<file path="config.mk">
export PLATFORM = sky130hd
export DESIGN_NAME = tcid_host_flat
export DESIGN_NICKNAME = d
export VERILOG_FILES = /design/src/tcid_pkg.sv /design/src/tcid_link_if.sv /design/src/tcid_host.sv /design/src/flat_wrapper.sv
export VERILOG_INCLUDE_DIRS = /design/src
export SDC_FILE = /design/constraint.sdc
export NUM_CORES = 1
export LEC_CHECK = 0
export BUFFER_PORTS_ARGS = -buffer_cell sky130_fd_sc_hd__buf_2
export CAP_MARGIN = 20
export CORE_MARGIN = 2
export CORE_UTILIZATION = 45
export CTS_CLUSTER_DIAMETER = 50
export DETAILED_ROUTE_END_ITERATION = 6
export PLACE_DENSITY = 0.67
export SLEW_MARGIN = 10
export SYNTH_ARGS = -nofsm -noshare
export SYNTH_HDL_FRONTEND = slang
export SYNTH_SLANG_ARGS = --single-unit
</file>
<file path="constraint.sdc">
create_clock -name CLK -period 2.5 [get_ports CLK]
set_clock_uncertainty 0.1 [all_clocks]
set_input_delay 0.5 -clock CLK [delete_from_list [all_inputs] [get_ports CLK]]
set_output_delay 0.5 -clock CLK [all_outputs]
set_load 0.1 [all_outputs]
</file>
<file path="src/tcid_regs.svh">
`ifndef TCID_REGS_SVH
`define TCID_REGS_SVH

// Module identification byte offsets
`define TCID_OFS_ETH10G_IB      8'h03
`define TCID_OFS_MF_SONET_HI    8'h04
`define TCID_OFS_SONET_LO       8'h05
`define TCID_OFS_ETH            8'h06
`define TCID_OFS_FC_DIST_TECH   8'h07
`define TCID_OFS_FC_TECH_CABLE  8'h08
`define TCID_OFS_FC_MEDIA       8'h09
`define TCID_OFS_FC_SPEED       8'h0a
`define TCID_OFS_ENCODING       8'h0b
`define TCID_OFS_SIG_RATE       8'h0c
`define TCID_OFS_EXT_COMPL      8'h24
`define TCID_OFS_FC_SPEED2      8'h3e

// Bits that must read as zero in each byte
`define TCID_RSVD_SONET_LO      8'h88
`define TCID_RSVD_FC_TECH_CABLE 8'h03
`define TCID_RSVD_FC_MEDIA      8'h02
`define TCID_RSVD_FC_SPEED2     8'hfe

// Signaling-rate special values
`define TCID_RATE_UNSPEC        8'h00
`define TCID_RATE_EXTENDED      8'hff

// Bits per byte and bytes fetched by the host
`define TCID_BYTE_BITS          8
`define TCID_NUM_BYTES          12

// Host register offsets on APB
`define TCID_HREG_CTRL          8'h00
`define TCID_HREG_STATUS        8'h04
`define TCID_HREG_CLASS         8'h08
`define TCID_HREG_BYTE0         8'h10

// Host control register fields
`define TCID_CTRL_FETCH         0
`define TCID_CTRL_WPROBE        1
`define TCID_CTRL_PADDR_LSB     8
`define TCID_CTRL_PDATA_LSB     16

`endif

</file>
<file path="src/tcid_pkg.sv">
package tcid_pkg;

    typedef enum logic [1:0] {
        TCID_CLS_NONE,
        TCID_CLS_SHORT,
        TCID_CLS_INTER,
        TCID_CLS_LONG
    } tcid_class_t;

    typedef enum logic [3:0] {
        TCID_VAR_NONE,
        TCID_VAR_SR,
        TCID_VAR_SR1,
        TCID_VAR_IR1,
        TCID_VAR_IR2,
        TCID_VAR_LR1,
        TCID_VAR_LR2,
        TCID_VAR_LR3,
        TCID_VAR_BAD
    } tcid_variant_t;

    typedef enum logic [1:0] {
        TCID_D_IDLE,
        TCID_D_SHIFT,
        TCID_D_DRAIN
    } tcid_dstate_t;

    typedef enum logic [1:0] {
        TCID_H_IDLE,
        TCID_H_REQ,
        TCID_H_GAP
    } tcid_hstate_t;

endpackage : tcid_pkg

</file>
<file path="src/tcid_link_if.sv">
`timescale 1ns/1ns
interface tcid_link_if;
    logic       req;
    logic       wr;
    logic [7:0] addr;
    logic [7:0] wdata;
    logic       sdo;
    logic       sdo_valid;
    logic       ack;

    modport dev_end (
        input  req,
        input  wr,
        input  addr,
        input  wdata,
        output sdo,
        output sdo_valid,
        output ack
    );

    modport host_end (
        output req,
        output wr,
        output addr,
        output wdata,
        input  sdo,
        input  sdo_valid,
        input  ack
    );
endinterface : tcid_link_if

</file>
<file path="src/tcid_host.sv">
// The APB interface to the registers was decided locally.
`timescale 1ns/1ns
`include "tcid_regs.svh"
module tcid_host
    import tcid_pkg::*;
(
    input  wire logic        CLK,
    input  wire logic        RSTN,
    tcid_link_if.host_end    link,
    input  wire logic        PSEL,
    input  wire logic        PENABLE,
    input  wire logic        PWRITE,
    input  wire logic [7:0]  PADDR,
    input  wire logic [31:0] PWDATA,
    output logic      [31:0] PRDATA,
    output logic             PREADY,
    output logic             PSLVERR
);
    localparam int NB = `TCID_NUM_BYTES;

    typedef struct packed {
        tcid_hstate_t        state;
        logic                req;
        logic                wr;
        logic [7:0]          addr;
        logic [7:0]          wdata;
        logic                fetch;
        logic [3:0]          idx;
        logic [7:0]          shin;
        logic [NB-1:0][7:0]  bytes;
        logic                done;
        logic                wdone;
        logic [31:0]         prdata;
        logic                pready;
        logic                pslverr;
    } tcid_host_st_t;

    tcid_host_st_t st;
    tcid_host_st_t next_st;
    tcid_class_t   cls;
    tcid_variant_t var_code;
    logic [31:0]   class_word;
    logic [31:0]   rdata;
    logic          rerr;
    logic [5:0]    widx;
    logic [3:0]    bidx;
    logic          access;

    function automatic logic [7:0] fetch_addr(input logic [3:0] i);
        logic [7:0] a;
        a = 8'h00;
        case (i)
            4'h0:    a = `TCID_OFS_ETH10G_IB;
            4'h1:    a = `TCID_OFS_MF_SONET_HI;
            4'h2:    a = `TCID_OFS_SONET_LO;
            4'h3:    a = `TCID_OFS_ETH;
            4'h4:    a = `TCID_OFS_FC_DIST_TECH;
            4'h5:    a = `TCID_OFS_FC_TECH_CABLE;
            4'h6:    a = `TCID_OFS_FC_MEDIA;
            4'h7:    a = `TCID_OFS_FC_SPEED;
            4'h8:    a = `TCID_OFS_ENCODING;
            4'h9:    a = `TCID_OFS_SIG_RATE;
            4'ha:    a = `TCID_OFS_EXT_COMPL;
            default: a = `TCID_OFS_FC_SPEED2;
        endcase
        return a;
    endfunction : fetch_addr

    // Reach class from the rate flags of bytes 4 and 5
    always_comb begin
        logic [7:0] b4;
        logic [7:0] b5;
        b4 = st.bytes[1];
        b5 = st.bytes[2];
        if (b4[2] | b5[6] | b5[2]) begin
            cls = TCID_CLS_LONG;
        end else if (b4[1] | b5[5] | b5[1]) begin
            cls = TCID_CLS_INTER;
        end else if (b4[5] | b4[0] | b5[4] | b5[0]) begin
            cls = TCID_CLS_SHORT;
        end else begin
            cls = TCID_CLS_NONE;
        end
        var_code = TCID_VAR_BAD;
        unique case (cls)
            TCID_CLS_NONE:  var_code = TCID_VAR_NONE;
            TCID_CLS_SHORT: begin
                if (b4[4:3] == 2'b00) var_code = TCID_VAR_SR;
                if (b4[4:3] == 2'b10) var_code = TCID_VAR_SR1;
            end
            TCID_CLS_INTER: begin
                if (b4[4:3] == 2'b10) var_code = TCID_VAR_IR1;
                if (b4[4:3] == 2'b01) var_code = TCID_VAR_IR2;
            end
            TCID_CLS_LONG: begin
                if (b4[4:3] == 2'b10) var_code = TCID_VAR_LR1;
                if (b4[4:3] == 2'b01) var_code = TCID_VAR_LR2;
                if (b4[4:3] == 2'b11) var_code = TCID_VAR_LR3;
            end
        endcase
    end

    always_comb begin
        class_word        = 32'h0;
        class_word[1:0]   = cls;
        class_word[5:2]   = var_code;
        class_word[6]     = (st.bytes[9] == `TCID_RATE_EXTENDED);
        class_word[7]     = (st.bytes[9] == `TCID_RATE_UNSPEC);
        class_word[8]     = st.bytes[3][7] | st.bytes[3][6] | st.bytes[3][4]
                            | st.bytes[3][1];
        class_word[9]     = st.bytes[3][1];
        class_word[10]    = st.bytes[5][3] | st.bytes[5][2];
        class_word[11]    = st.bytes[7][1] & st.bytes[11][0];
        class_word[12]    = st.bytes[4][2] & st.bytes[5][6];
        class_word[13]    = (st.bytes[0] | st.bytes[1] | st.bytes[2] | st.bytes[3]
                             | st.bytes[4] | st.bytes[5] | st.bytes[6]
                             | st.bytes[7]) != 8'h00;
    end

    always_comb begin
        widx  = PADDR[7:2] - 6'h04;
        bidx  = widx[3:0];
        rerr  = 1'b0;
        rdata = 32'h0;
        if (PADDR == `TCID_HREG_CTRL) begin
            rdata = {16'h0, st.addr, 7'h0, st.fetch};
        end else if (PADDR == `TCID_HREG_STATUS) begin
            rdata = {29'h0, st.wdone, st.done, (st.state != TCID_H_IDLE)};
        end else if (PADDR == `TCID_HREG_CLASS) begin
            rdata = class_word;
        end else if (PADDR[1:0] == 2'b00 && PADDR >= `TCID_HREG_BYTE0
                     && widx < 6'(NB)) begin
            rdata = {24'h0, st.bytes[bidx]};
        end else begin
            rerr = 1'b1;
        end
    end

    assign access = PSEL && PENABLE && st.pready;

    always_comb begin
        next_st         = st;
        next_st.pready  = PSEL && !PENABLE && !st.pready;
        next_st.pslverr = 1'b0;
        if (PSEL && !PENABLE && !st.pready) begin
            next_st.prdata  = PWRITE ? 32'h0 : rdata;
            next_st.pslverr = rerr;
        end
        unique case (st.state)
            TCID_H_IDLE: begin
                if (access && PWRITE && PADDR == `TCID_HREG_CTRL) begin
                    if (PWDATA[`TCID_CTRL_FETCH]) begin
                        next_st.fetch = 1'b1;
                        next_st.done  = 1'b0;
                        next_st.idx   = 4'h0;
                        next_st.wr    = 1'b0;
                        next_st.addr  = fetch_addr(4'h0);
                        next_st.req   = 1'b1;
                        next_st.state = TCID_H_REQ;
                    end else if (PWDATA[`TCID_CTRL_WPROBE]) begin
                        next_st.fetch = 1'b0;
                        next_st.wdone = 1'b0;
                        next_st.wr    = 1'b1;
                        next_st.addr  = PWDATA[`TCID_CTRL_PADDR_LSB +: 8];
                        next_st.wdata = PWDATA[`TCID_CTRL_PDATA_LSB +: 8];
                        next_st.req   = 1'b1;
                        next_st.state = TCID_H_REQ;
                    end
                end
            end
            TCID_H_REQ: begin
                if (link.sdo_valid) begin
                    next_st.shin = {st.shin[6:0], link.sdo};
                end
                if (link.ack) begin
                    next_st.req = 1'b0;
                    if (st.wr) begin
                        next_st.wdone = 1'b1;
                        next_st.state = TCID_H_IDLE;
                    end else begin
                        next_st.bytes[st.idx] = st.shin;
                        if (st.idx == 4'(NB - 1)) begin
                            next_st.done  = 1'b1;
                            next_st.state = TCID_H_IDLE;
                        end else begin
                            next_st.idx   = st.idx + 4'h1;
                            next_st.state = TCID_H_GAP;
                        end
                    end
                end
            end
            TCID_H_GAP: begin
                next_st.addr  = fetch_addr(st.idx);
                next_st.req   = 1'b1;
                next_st.state = TCID_H_REQ;
            end
        endcase
    end

    always_ff @(posedge CLK or negedge RSTN) begin
        if (!RSTN) begin
            st <= '{state: TCID_H_IDLE, default: '0};
        end else begin
            st <= next_st;
        end
    end

    assign link.req   = st.req;
    assign link.wr    = st.wr;
    assign link.addr  = st.addr;
    assign link.wdata = st.wdata;
    assign PRDATA     = st.prdata;
    assign PREADY     = st.pready;
    assign PSLVERR    = st.pslverr;
endmodule : tcid_host

</file>
<file path="src/flat_wrapper.sv">
// flat-port wrapper written by rule: the top's interface ports become plain ports
module tcid_host_flat import tcid_pkg::*;
  (CLK, RSTN, PSEL, PENABLE, PWRITE, PADDR, PWDATA, PRDATA, PREADY, PSLVERR, link_req, link_wr, link_addr, link_wdata, link_sdo, link_sdo_valid, link_ack);
  tcid_link_if link_i ();
  input  wire logic CLK;
  input  wire logic RSTN;
  input  wire logic PSEL;
  input  wire logic PENABLE;
  input  wire logic PWRITE;
  input  wire logic [7:0] PADDR;
  input  wire logic [31:0] PWDATA;
  output logic      [31:0] PRDATA;
  output logic PREADY;
  output logic PSLVERR;
  output wire logic [$bits(link_i.req)-1:0] link_req;
  output wire logic [$bits(link_i.wr)-1:0] link_wr;
  output wire logic [$bits(link_i.addr)-1:0] link_addr;
  output wire logic [$bits(link_i.wdata)-1:0] link_wdata;
  input wire logic [$bits(link_i.sdo)-1:0] link_sdo;
  input wire logic [$bits(link_i.sdo_valid)-1:0] link_sdo_valid;
  input wire logic [$bits(link_i.ack)-1:0] link_ack;
  assign link_req = link_i.req;
  assign link_wr = link_i.wr;
  assign link_addr = link_i.addr;
  assign link_wdata = link_i.wdata;
  assign link_i.sdo = link_sdo;
  assign link_i.sdo_valid = link_sdo_valid;
  assign link_i.ack = link_ack;
  tcid_host u_core (.CLK(CLK), .RSTN(RSTN), .link(link_i), .PSEL(PSEL), .PENABLE(PENABLE), .PWRITE(PWRITE), .PADDR(PADDR), .PWDATA(PWDATA), .PRDATA(PRDATA), .PREADY(PREADY), .PSLVERR(PSLVERR));
endmodule
</file>
### Yosys cells after proc, flatten, opt, wreduce, memory -nomap -nowiden

Memories as Yosys holds them, arrays and structs flattened.
Index checks and enable logic that the tools add are counted.

* add/sub/neg operators: 2
* $lt $le $gt $ge: 5
* equal/unequal tests: 22
* multiplexer cells: 50
* bitwise gates (word level): 22
* reductions and logical operators: 31

Operator list (number)
* 96-bit bitwise mux: 1
* 32-bit two-way mux: 3
* 8-bit OR: 7
* 4-bit two-way mux: 11
* 8-bit binary-select mux with 4-bit select: 1
* 8-bit demux with 4-bit select: 1
* 8-bit two-way mux: 4
* 25-bit two-way mux: 1
* 21-bit two-way mux: 1
* 6-bit AND reduction: 3
* 8-bit logical NOT: 2
* 4-bit case mux with 4 select lines: 1
* 8-bit case mux with 2 select lines: 1
* 14-bit two-way mux: 1
* 1-bit two-way mux: 13
* 12-bit two-way mux: 1
* 2-bit two-way mux: 6
* 2-bit != test, second input constant: 6
* 3-bit AND reduction: 4
* 1-bit OR: 11
* 2-bit equality test, second input constant: 5
* 4-bit by 5-bit < comparator with 1-bit output, second input constant: 2
* 1-bit logical AND: 9
* 3-bit case mux with 3 select lines: 1
* 23 further kinds: 36

* register bits: 165
* bits in read-only memories: 96
* input bits: 48
* output and inout port bits: 52
* logic and storage cells: 158
* memories kept: 1

Memories
* (no name shown): depth 16, width 6, rd ports 1, clocked after memory_dff 0, wr ports 0, RTL line tcid_host.sv:52 `case (i)`

### Longest topological paths before layout

* depth after elaboration: 12
* gate-level depth with buffers: 9
* depth with buffers taken out: 7

### Worst setup path before layout

Ideal clock, no wire load.

* path type: register -> register
* from: register u_core.st[163] (netlist bit)
* to: register u_core.st[100] (netlist bit)
* library setup time: 0.128 ns
* arrival: 2.380 ns
* required time: 2.272 ns
* setup slack: -0.108 ns
* cell stages (with the launch flop): 7
* path buffers: 1
* clock period less this slack: 2.608 ns
* cells stage by stage: dfrtp_1 ha_1 clkbuf_1 nand3b_1 nor3_2 nand2_1 mux2_1

* word-level cells in the longest chain between the ends: 2

Ends and longest elaborated chain
* start, declared: RTL line tcid_host.sv:38 `tcid_host_st_t st;`
* start signal, assigned: RTL line tcid_host.sv:204 `st <= next_st;`
* 2-bit by 1-bit equality test with 1-bit output: RTL line tcid_host.sv:149 `unique case (st.state)`
* 3-bit AND reduction (no source line)

Every way passes these cells.
A chain may end at the register's enable or synchronous reset.

### Final worst setup path

* from: register u_core.st[164] (netlist bit)
* to: register u_core.st[110] (netlist bit)

Same word-level chain as after synthesis.

==> report_table.html <==
<table>
<tr><th>Metric</th><th>Value</th></tr>
<tr><th colspan="2">Outcome</th></tr>
<tr><td>Status</td><td>finished clean</td></tr>
<tr><th colspan="2">Floorplanning</th></tr>
<tr><td>Top-level port count</td><td>100</td></tr>
<tr><td>Die Area</td><td>0.0182 mm²</td></tr>
<tr><td>Standard cell core area</td><td>between 0.015 and 0.02 mm²</td></tr>
<tr><td>Row Count</td><td>47</td></tr>
<tr><td>Vertical extent of the die</td><td>135 µm</td></tr>
<tr><td>Starting density of the core</td><td>a little under half</td></tr>
<tr><td>Width of the die</td><td>135 µm</td></tr>
<tr><th colspan="2">Power and ir drop</th></tr>
<tr><td>Leak</td><td>4.35 nW</td></tr>
<tr><td>Total Power Consumption</td><td>a little under 7 mW</td></tr>
<tr><td>Clk network pwr share</td><td>40.0%</td></tr>
<tr><td>Switching part of the total power</td><td>32.4%</td></tr>
<tr><td>Sequential group share of total power</td><td>about two fifths</td></tr>
<tr><td>Total power density per cell area</td><td>approximately 770 mW/mm²</td></tr>
<tr><td>Worst voltage drop across the vdd grid</td><td>0.000697 V</td></tr>
<tr><td>P_int</td><td>~4.6 mW</td></tr>
<tr><td>Proportion of power drawn by combinational gates</td><td>about a fifth</td></tr>
<tr><td>Power dissipated by switching net loads</td><td>2.22 mW</td></tr>
<tr><th colspan="2">Placement</th></tr>
<tr><td>Total placed cells including tap cells</td><td>890</td></tr>
<tr><td>Estimated wirelength of the detail-placed design</td><td>around 14000 µm</td></tr>
<tr><td>Port Buffer Count</td><td>69</td></tr>
<tr><td>Last weighted congestion value of the routability-driven placer</td><td>just under 0.9</td></tr>
<tr><th colspan="2">Worst hold path</th></tr>
<tr><td>Class of the most critical hold timing path</td><td>in -&gt; reg</td></tr>
<tr><td>Worst hold path startpoint</td><td>PWDATA[23]</td></tr>
<tr><th colspan="2">STA</th></tr>
<tr><td>Setup TNS after final layout</td><td>0 ns</td></tr>
<tr><td>RSZ-0062 raised after global routing</td><td>false</td></tr>
<tr><td>Final worst-path cycle share</td><td>88.3%</td></tr>
<tr><td>Highest attainable clock frequency</td><td>roughly 450 MHz</td></tr>
<tr><td>Final-report hold violation count</td><td>0</td></tr>
<tr><td>Final critical path time including I/O delays and setup</td><td>2.21 ns</td></tr>
<tr><td>Final number of setup-violating endpoints</td><td>0</td></tr>
<tr><td>Max-slew headroom</td><td>60.0%</td></tr>
<tr><td>Worst Tran Pin Value</td><td>0.600 ns</td></tr>
<tr><td>Final Max Tran Viols</td><td>0</td></tr>
<tr><th colspan="2">Finish</th></tr>
<tr><td>Antenna Cells</td><td>0</td></tr>
<tr><td>Filler Cells Inserted</td><td>1403</td></tr>
<tr><td>Most used cells in the layout excluding fill and tap cells</td><td>sky130_fd_sc_hd__dfrtp_1 (147), sky130_fd_sc_hd__mux2_2 (109), sky130_fd_sc_hd__buf_2 (68)</td></tr>
<tr><td>Total area of multi-input combinational cells</td><td>0.00346 mm²</td></tr>
<tr><td>Proportion of layout cells with a drive suffix above 1</td><td>around 40%</td></tr>
<tr><td>Area growth, synth to finish</td><td>14.7%</td></tr>
<tr><td>Post-layout nets</td><td>753</td></tr>
<tr><td>Final core utilization</td><td>53.0%</td></tr>
<tr><td>Area used by sequential logic in the layout</td><td>0.00370 mm²</td></tr>
<tr><td>Commonest non-fill, non-tap cell in the layout</td><td>sky130_fd_sc_hd__dfrtp_1</td></tr>
<tr><td>Count of non-filler cells in the finished layout</td><td>923</td></tr>
<tr><th colspan="2">Route</th></tr>
<tr><td>Antenna viol nets, final</td><td>0</td></tr>
<tr><td>1st-pass router iterations</td><td>5</td></tr>
<tr><td>Residual DRC</td><td>0</td></tr>
<tr><td>Overall routed net length</td><td>18700 µm</td></tr>
<tr><td>Drt initial violations</td><td>452</td></tr>
<tr><td>Vias per std cell</td><td>5.78</td></tr>
<tr><td>Final routed wire length divided by cell count</td><td>20.2 µm</td></tr>
<tr><td>Via count</td><td>5332</td></tr>
<tr><th colspan="2">Global route</th></tr>
<tr><td>Total gr overflow</td><td>0</td></tr>
<tr><td>Number of antenna violations at the first check in global routing</td><td>0</td></tr>
<tr><td>Via count of the first global-routing pass</td><td>5615</td></tr>
<tr><td>Maximum number of pins on one net before global-route repair</td><td>65</td></tr>
<tr><td>Global routing usage summed across all routing layers</td><td>21.6%</td></tr>
<tr><td>Global-route wire length before repair</td><td>30300 µm</td></tr>
<tr><th colspan="2">Worst setup path</th></tr>
<tr><td>Cell-by-cell trace of the critical path</td><td>inv_1, ha_1, nand3b_1, nor3_2, nand2_1, mux2_2</td></tr>
<tr><td>Delay of the slowest cell on the worst path</td><td>around 0.40 ns</td></tr>
<tr><td>Buffering stage count on the worst path with inverters included</td><td>1</td></tr>
<tr><td>CP max stage cell</td><td>sky130_fd_sc_hd__dfrtp_1</td></tr>
<tr><td>Data required, critical path</td><td>2.70 ns</td></tr>
<tr><td>Worst-path maximum fanout</td><td>8</td></tr>
<tr><td>CP endpoint kind</td><td>flip-flop</td></tr>
<tr><td>Kind of start point of the critical path</td><td>flip-flop</td></tr>
<tr><td>Critical path data arrival time</td><td>approximately 2.4 ns</td></tr>
<tr><td>Startpoint of the worst-slack reg-to-reg timing path</td><td>u_core.st[164]</td></tr>
<tr><td>Setup Crit Path Kind</td><td>reg -&gt; reg</td></tr>
<tr><td>Kind of cell with the highest combined delay on the critical path</td><td>simple AND/OR/NAND/NOR gates</td></tr>
<tr><td>Startpoint of the most critical setup path</td><td>u_core.st[164]</td></tr>
<tr><th colspan="2">Yosys</th></tr>
<tr><td>Cell Area, Synth</td><td>about 0.0077 mm²</td></tr>
<tr><td>Mean instance size in the synthesized netlist</td><td>between 10 and 15 µm²</td></tr>
<tr><td>Yosys synthesis warning count</td><td>0</td></tr>
<tr><td>Unique masters post-synth</td><td>61</td></tr>
<tr><td>Synth async-reset ratio</td><td>100%</td></tr>
<tr><td>Flip-flop cell with the highest count after synthesis</td><td>sky130_fd_sc_hd__dfrtp_1</td></tr>
<tr><td>Flip-flop and latch count after synthesis</td><td>148</td></tr>
<tr><td>Sequential-to-total area share from yosys stat</td><td>around 48%</td></tr>
<tr><td>Syn Inst Count</td><td>628</td></tr>
<tr><td>Number of enable-type register cells in the synthesized netlist</td><td>0</td></tr>
<tr><th colspan="2">Clock tree</th></tr>
<tr><td>Clock Sinks</td><td>148</td></tr>
<tr><td>Root buffer cell</td><td>sky130_fd_sc_hd__clkbuf_16</td></tr>
<tr><td>Cts-stage hold buffer count</td><td>1</td></tr>
<tr><td>Number of CTS-inserted buffers</td><td>17</td></tr>
<tr><td>Maximum clock path buffer count</td><td>2</td></tr>
<tr><td>Clock transition time at the flip-flop clock pins of the worst setup and hold paths</td><td>0.06 ns</td></tr>
<tr><td>TritonCTS clock tree</td><td>built</td></tr>
<tr><td>Clock insertion delay at the later pin of the skew report</td><td>approximately 0.43 ns</td></tr>
<tr><td>Post-CTS Resized</td><td>0</td></tr>
<tr><td>Setup repair bufs after CTS</td><td>0</td></tr>
<tr><td>Count of H-tree levels built during CTS</td><td>4</td></tr>
<tr><th colspan="2">Run</th></tr>
<tr><td>Max-cap check violation count</td><td>0</td></tr>
</table>
[cell type report]
class	count	share of cell area, %
multi-input combinational	399	39.1
clock buffer	20	5.27
clock inverter	12	1.99
timing repair buffer	106	7.84
sequential	148	41.8
tap	220	3.11
inverter	18	0.820
[flip-flops by register name (all words and copies together), names as in the netlist]
| signal | flops |
|---|---|
| u_core.st | 112 |
| u_core.PRDATA | 16 |
| u_core.link.addr | 8 |
| u_core.link.wdata | 8 |
| u_core.PREADY | 1 |
| u_core.PSLVERR | 1 |
| u_core.class_word | 1 |
| u_core.link.wr | 1 |
[Yosys cell counts (2+ instances only)]
cell type                  count  area share (%)
sky130_fd_sc_hd__and4_1        2            0.23
sky130_fd_sc_hd__o211ai_1      5            0.49
sky130_fd_sc_hd__buf_2         6            0.39
sky130_fd_sc_hd__a221oi_1      5            0.57
sky130_fd_sc_hd__a31oi_1       5            0.41
sky130_fd_sc_hd__nand3_1      16             1.0
sky130_fd_sc_hd__nor3_2        3            0.39
sky130_fd_sc_hd__and3_1        5            0.41
sky130_fd_sc_hd__nand2_1      44             2.1
sky130_fd_sc_hd__a32oi_1       2            0.23
sky130_fd_sc_hd__dfrtp_1     148              48
sky130_fd_sc_hd__ha_1         15             2.4
sky130_fd_sc_hd__nand2b_1      3            0.24
sky130_fd_sc_hd__buf_6         6            0.88
sky130_fd_sc_hd__and2_1        2            0.16
sky130_fd_sc_hd__nor2_1       19            0.92
sky130_fd_sc_hd__nor3_1        8            0.52
sky130_fd_sc_hd__a22oi_1       8            0.78
sky130_fd_sc_hd__mux2_2      109              16
sky130_fd_sc_hd__nor2b_1      12            0.97
sky130_fd_sc_hd__or3_1         5            0.41
sky130_fd_sc_hd__buf_4        50             4.9
sky130_fd_sc_hd__mux4_2       24             7.0
sky130_fd_sc_hd__inv_1        17            0.83
sky130_fd_sc_hd__a22o_1        7            0.79
sky130_fd_sc_hd__a21oi_1      13            0.84
sky130_fd_sc_hd__nor4_1       18             1.5
sky130_fd_sc_hd__nand4_1       5            0.41
sky130_fd_sc_hd__mux2_1        3            0.44
sky130_fd_sc_hd__a221o_1       2            0.26
sky130_fd_sc_hd__clkbuf_1     16            0.78
sky130_fd_sc_hd__o21ai_0      16             1.0
[final timing paths]
kind | slack, ns | endpoint | cells past startpoint
max in group asynchronous | 1.01 | u_core.st[163] | 3
max | 0.29 | u_core.st[110] | 6
min reg2reg | 0.39 | u_core.PRDATA[13] | 2
min in group asynchronous | 0.52 | u_core.PRDATA[6] | 2
min | 0.21 | u_core.link.wdata[7] | 2
max reg2reg | 0.29 | u_core.st[110] | 6
[per-stage QoR]
step	worst slack, ns	hold WS (ns)	area [µm²]
floorplan	0.129	0.104	7770
global placement	-0.0980	0.367	8200
detailed placement	-0.119	0.383	8200
CTS	0.323	0.190	8850
global route	0.152	0.197	8850
finish	0.292	0.205	8850
[metal layers]
| metal | wire (µm) | up-vias | share of wire [%] | track usage, % |
|---|---|---|---|---|
| met3 | 993 | 39 | 5.3 | 4.47 |
| met5 | 0 | - | 0 | 0 |
| li1 | - | 2374 | - | - |
| met4 | 505 | 0 | 2.7 | 9.43 |
| met2 | 9220 | 189 | 49 | 35.6 |
| met1 | 7940 | 2730 | 43 | 27.8 |
[power groups by stage]
stage               clock network (mW)  logic, mW  registers, mW
floorplan                            0       1.13           2.70
global placement                     0       1.30           2.80
detailed placement                   0       1.33           2.82
CTS                               2.78       1.34           2.77
global route                      2.89       1.42           2.80
finish                            2.74       1.34           2.77
[kinds of logic (layout without fill, tap and decap cells)]
group                      count (synthesis)  after routing  synth area share (%)
AOI/OAI and AO/OA                         79             79                  7.35
adders and majority gates                 15             15                  2.43
buffers and inverters                     96            156                  7.85
DFF                                      148            148                  48.0
muxes                                    138            138                  23.8
other                                      1             16                0.0486
and+or+nand+nor                          151            151                  10.6
[worst reg2reg max path, stage by stage (launching register included)]
cell and delay [ns]:
sky130_fd_sc_hd__dfrtp_1 0.40, sky130_fd_sc_hd__inv_1 0.09, sky130_fd_sc_hd__ha_1 0.17, sky130_fd_sc_hd__nand3b_1 0.20, sky130_fd_sc_hd__nor3_2 0.37, sky130_fd_sc_hd__nand2_1 0.37
sky130_fd_sc_hd__mux2_2 0.40
Note: power is estimated with default switching activity, not from simulation.
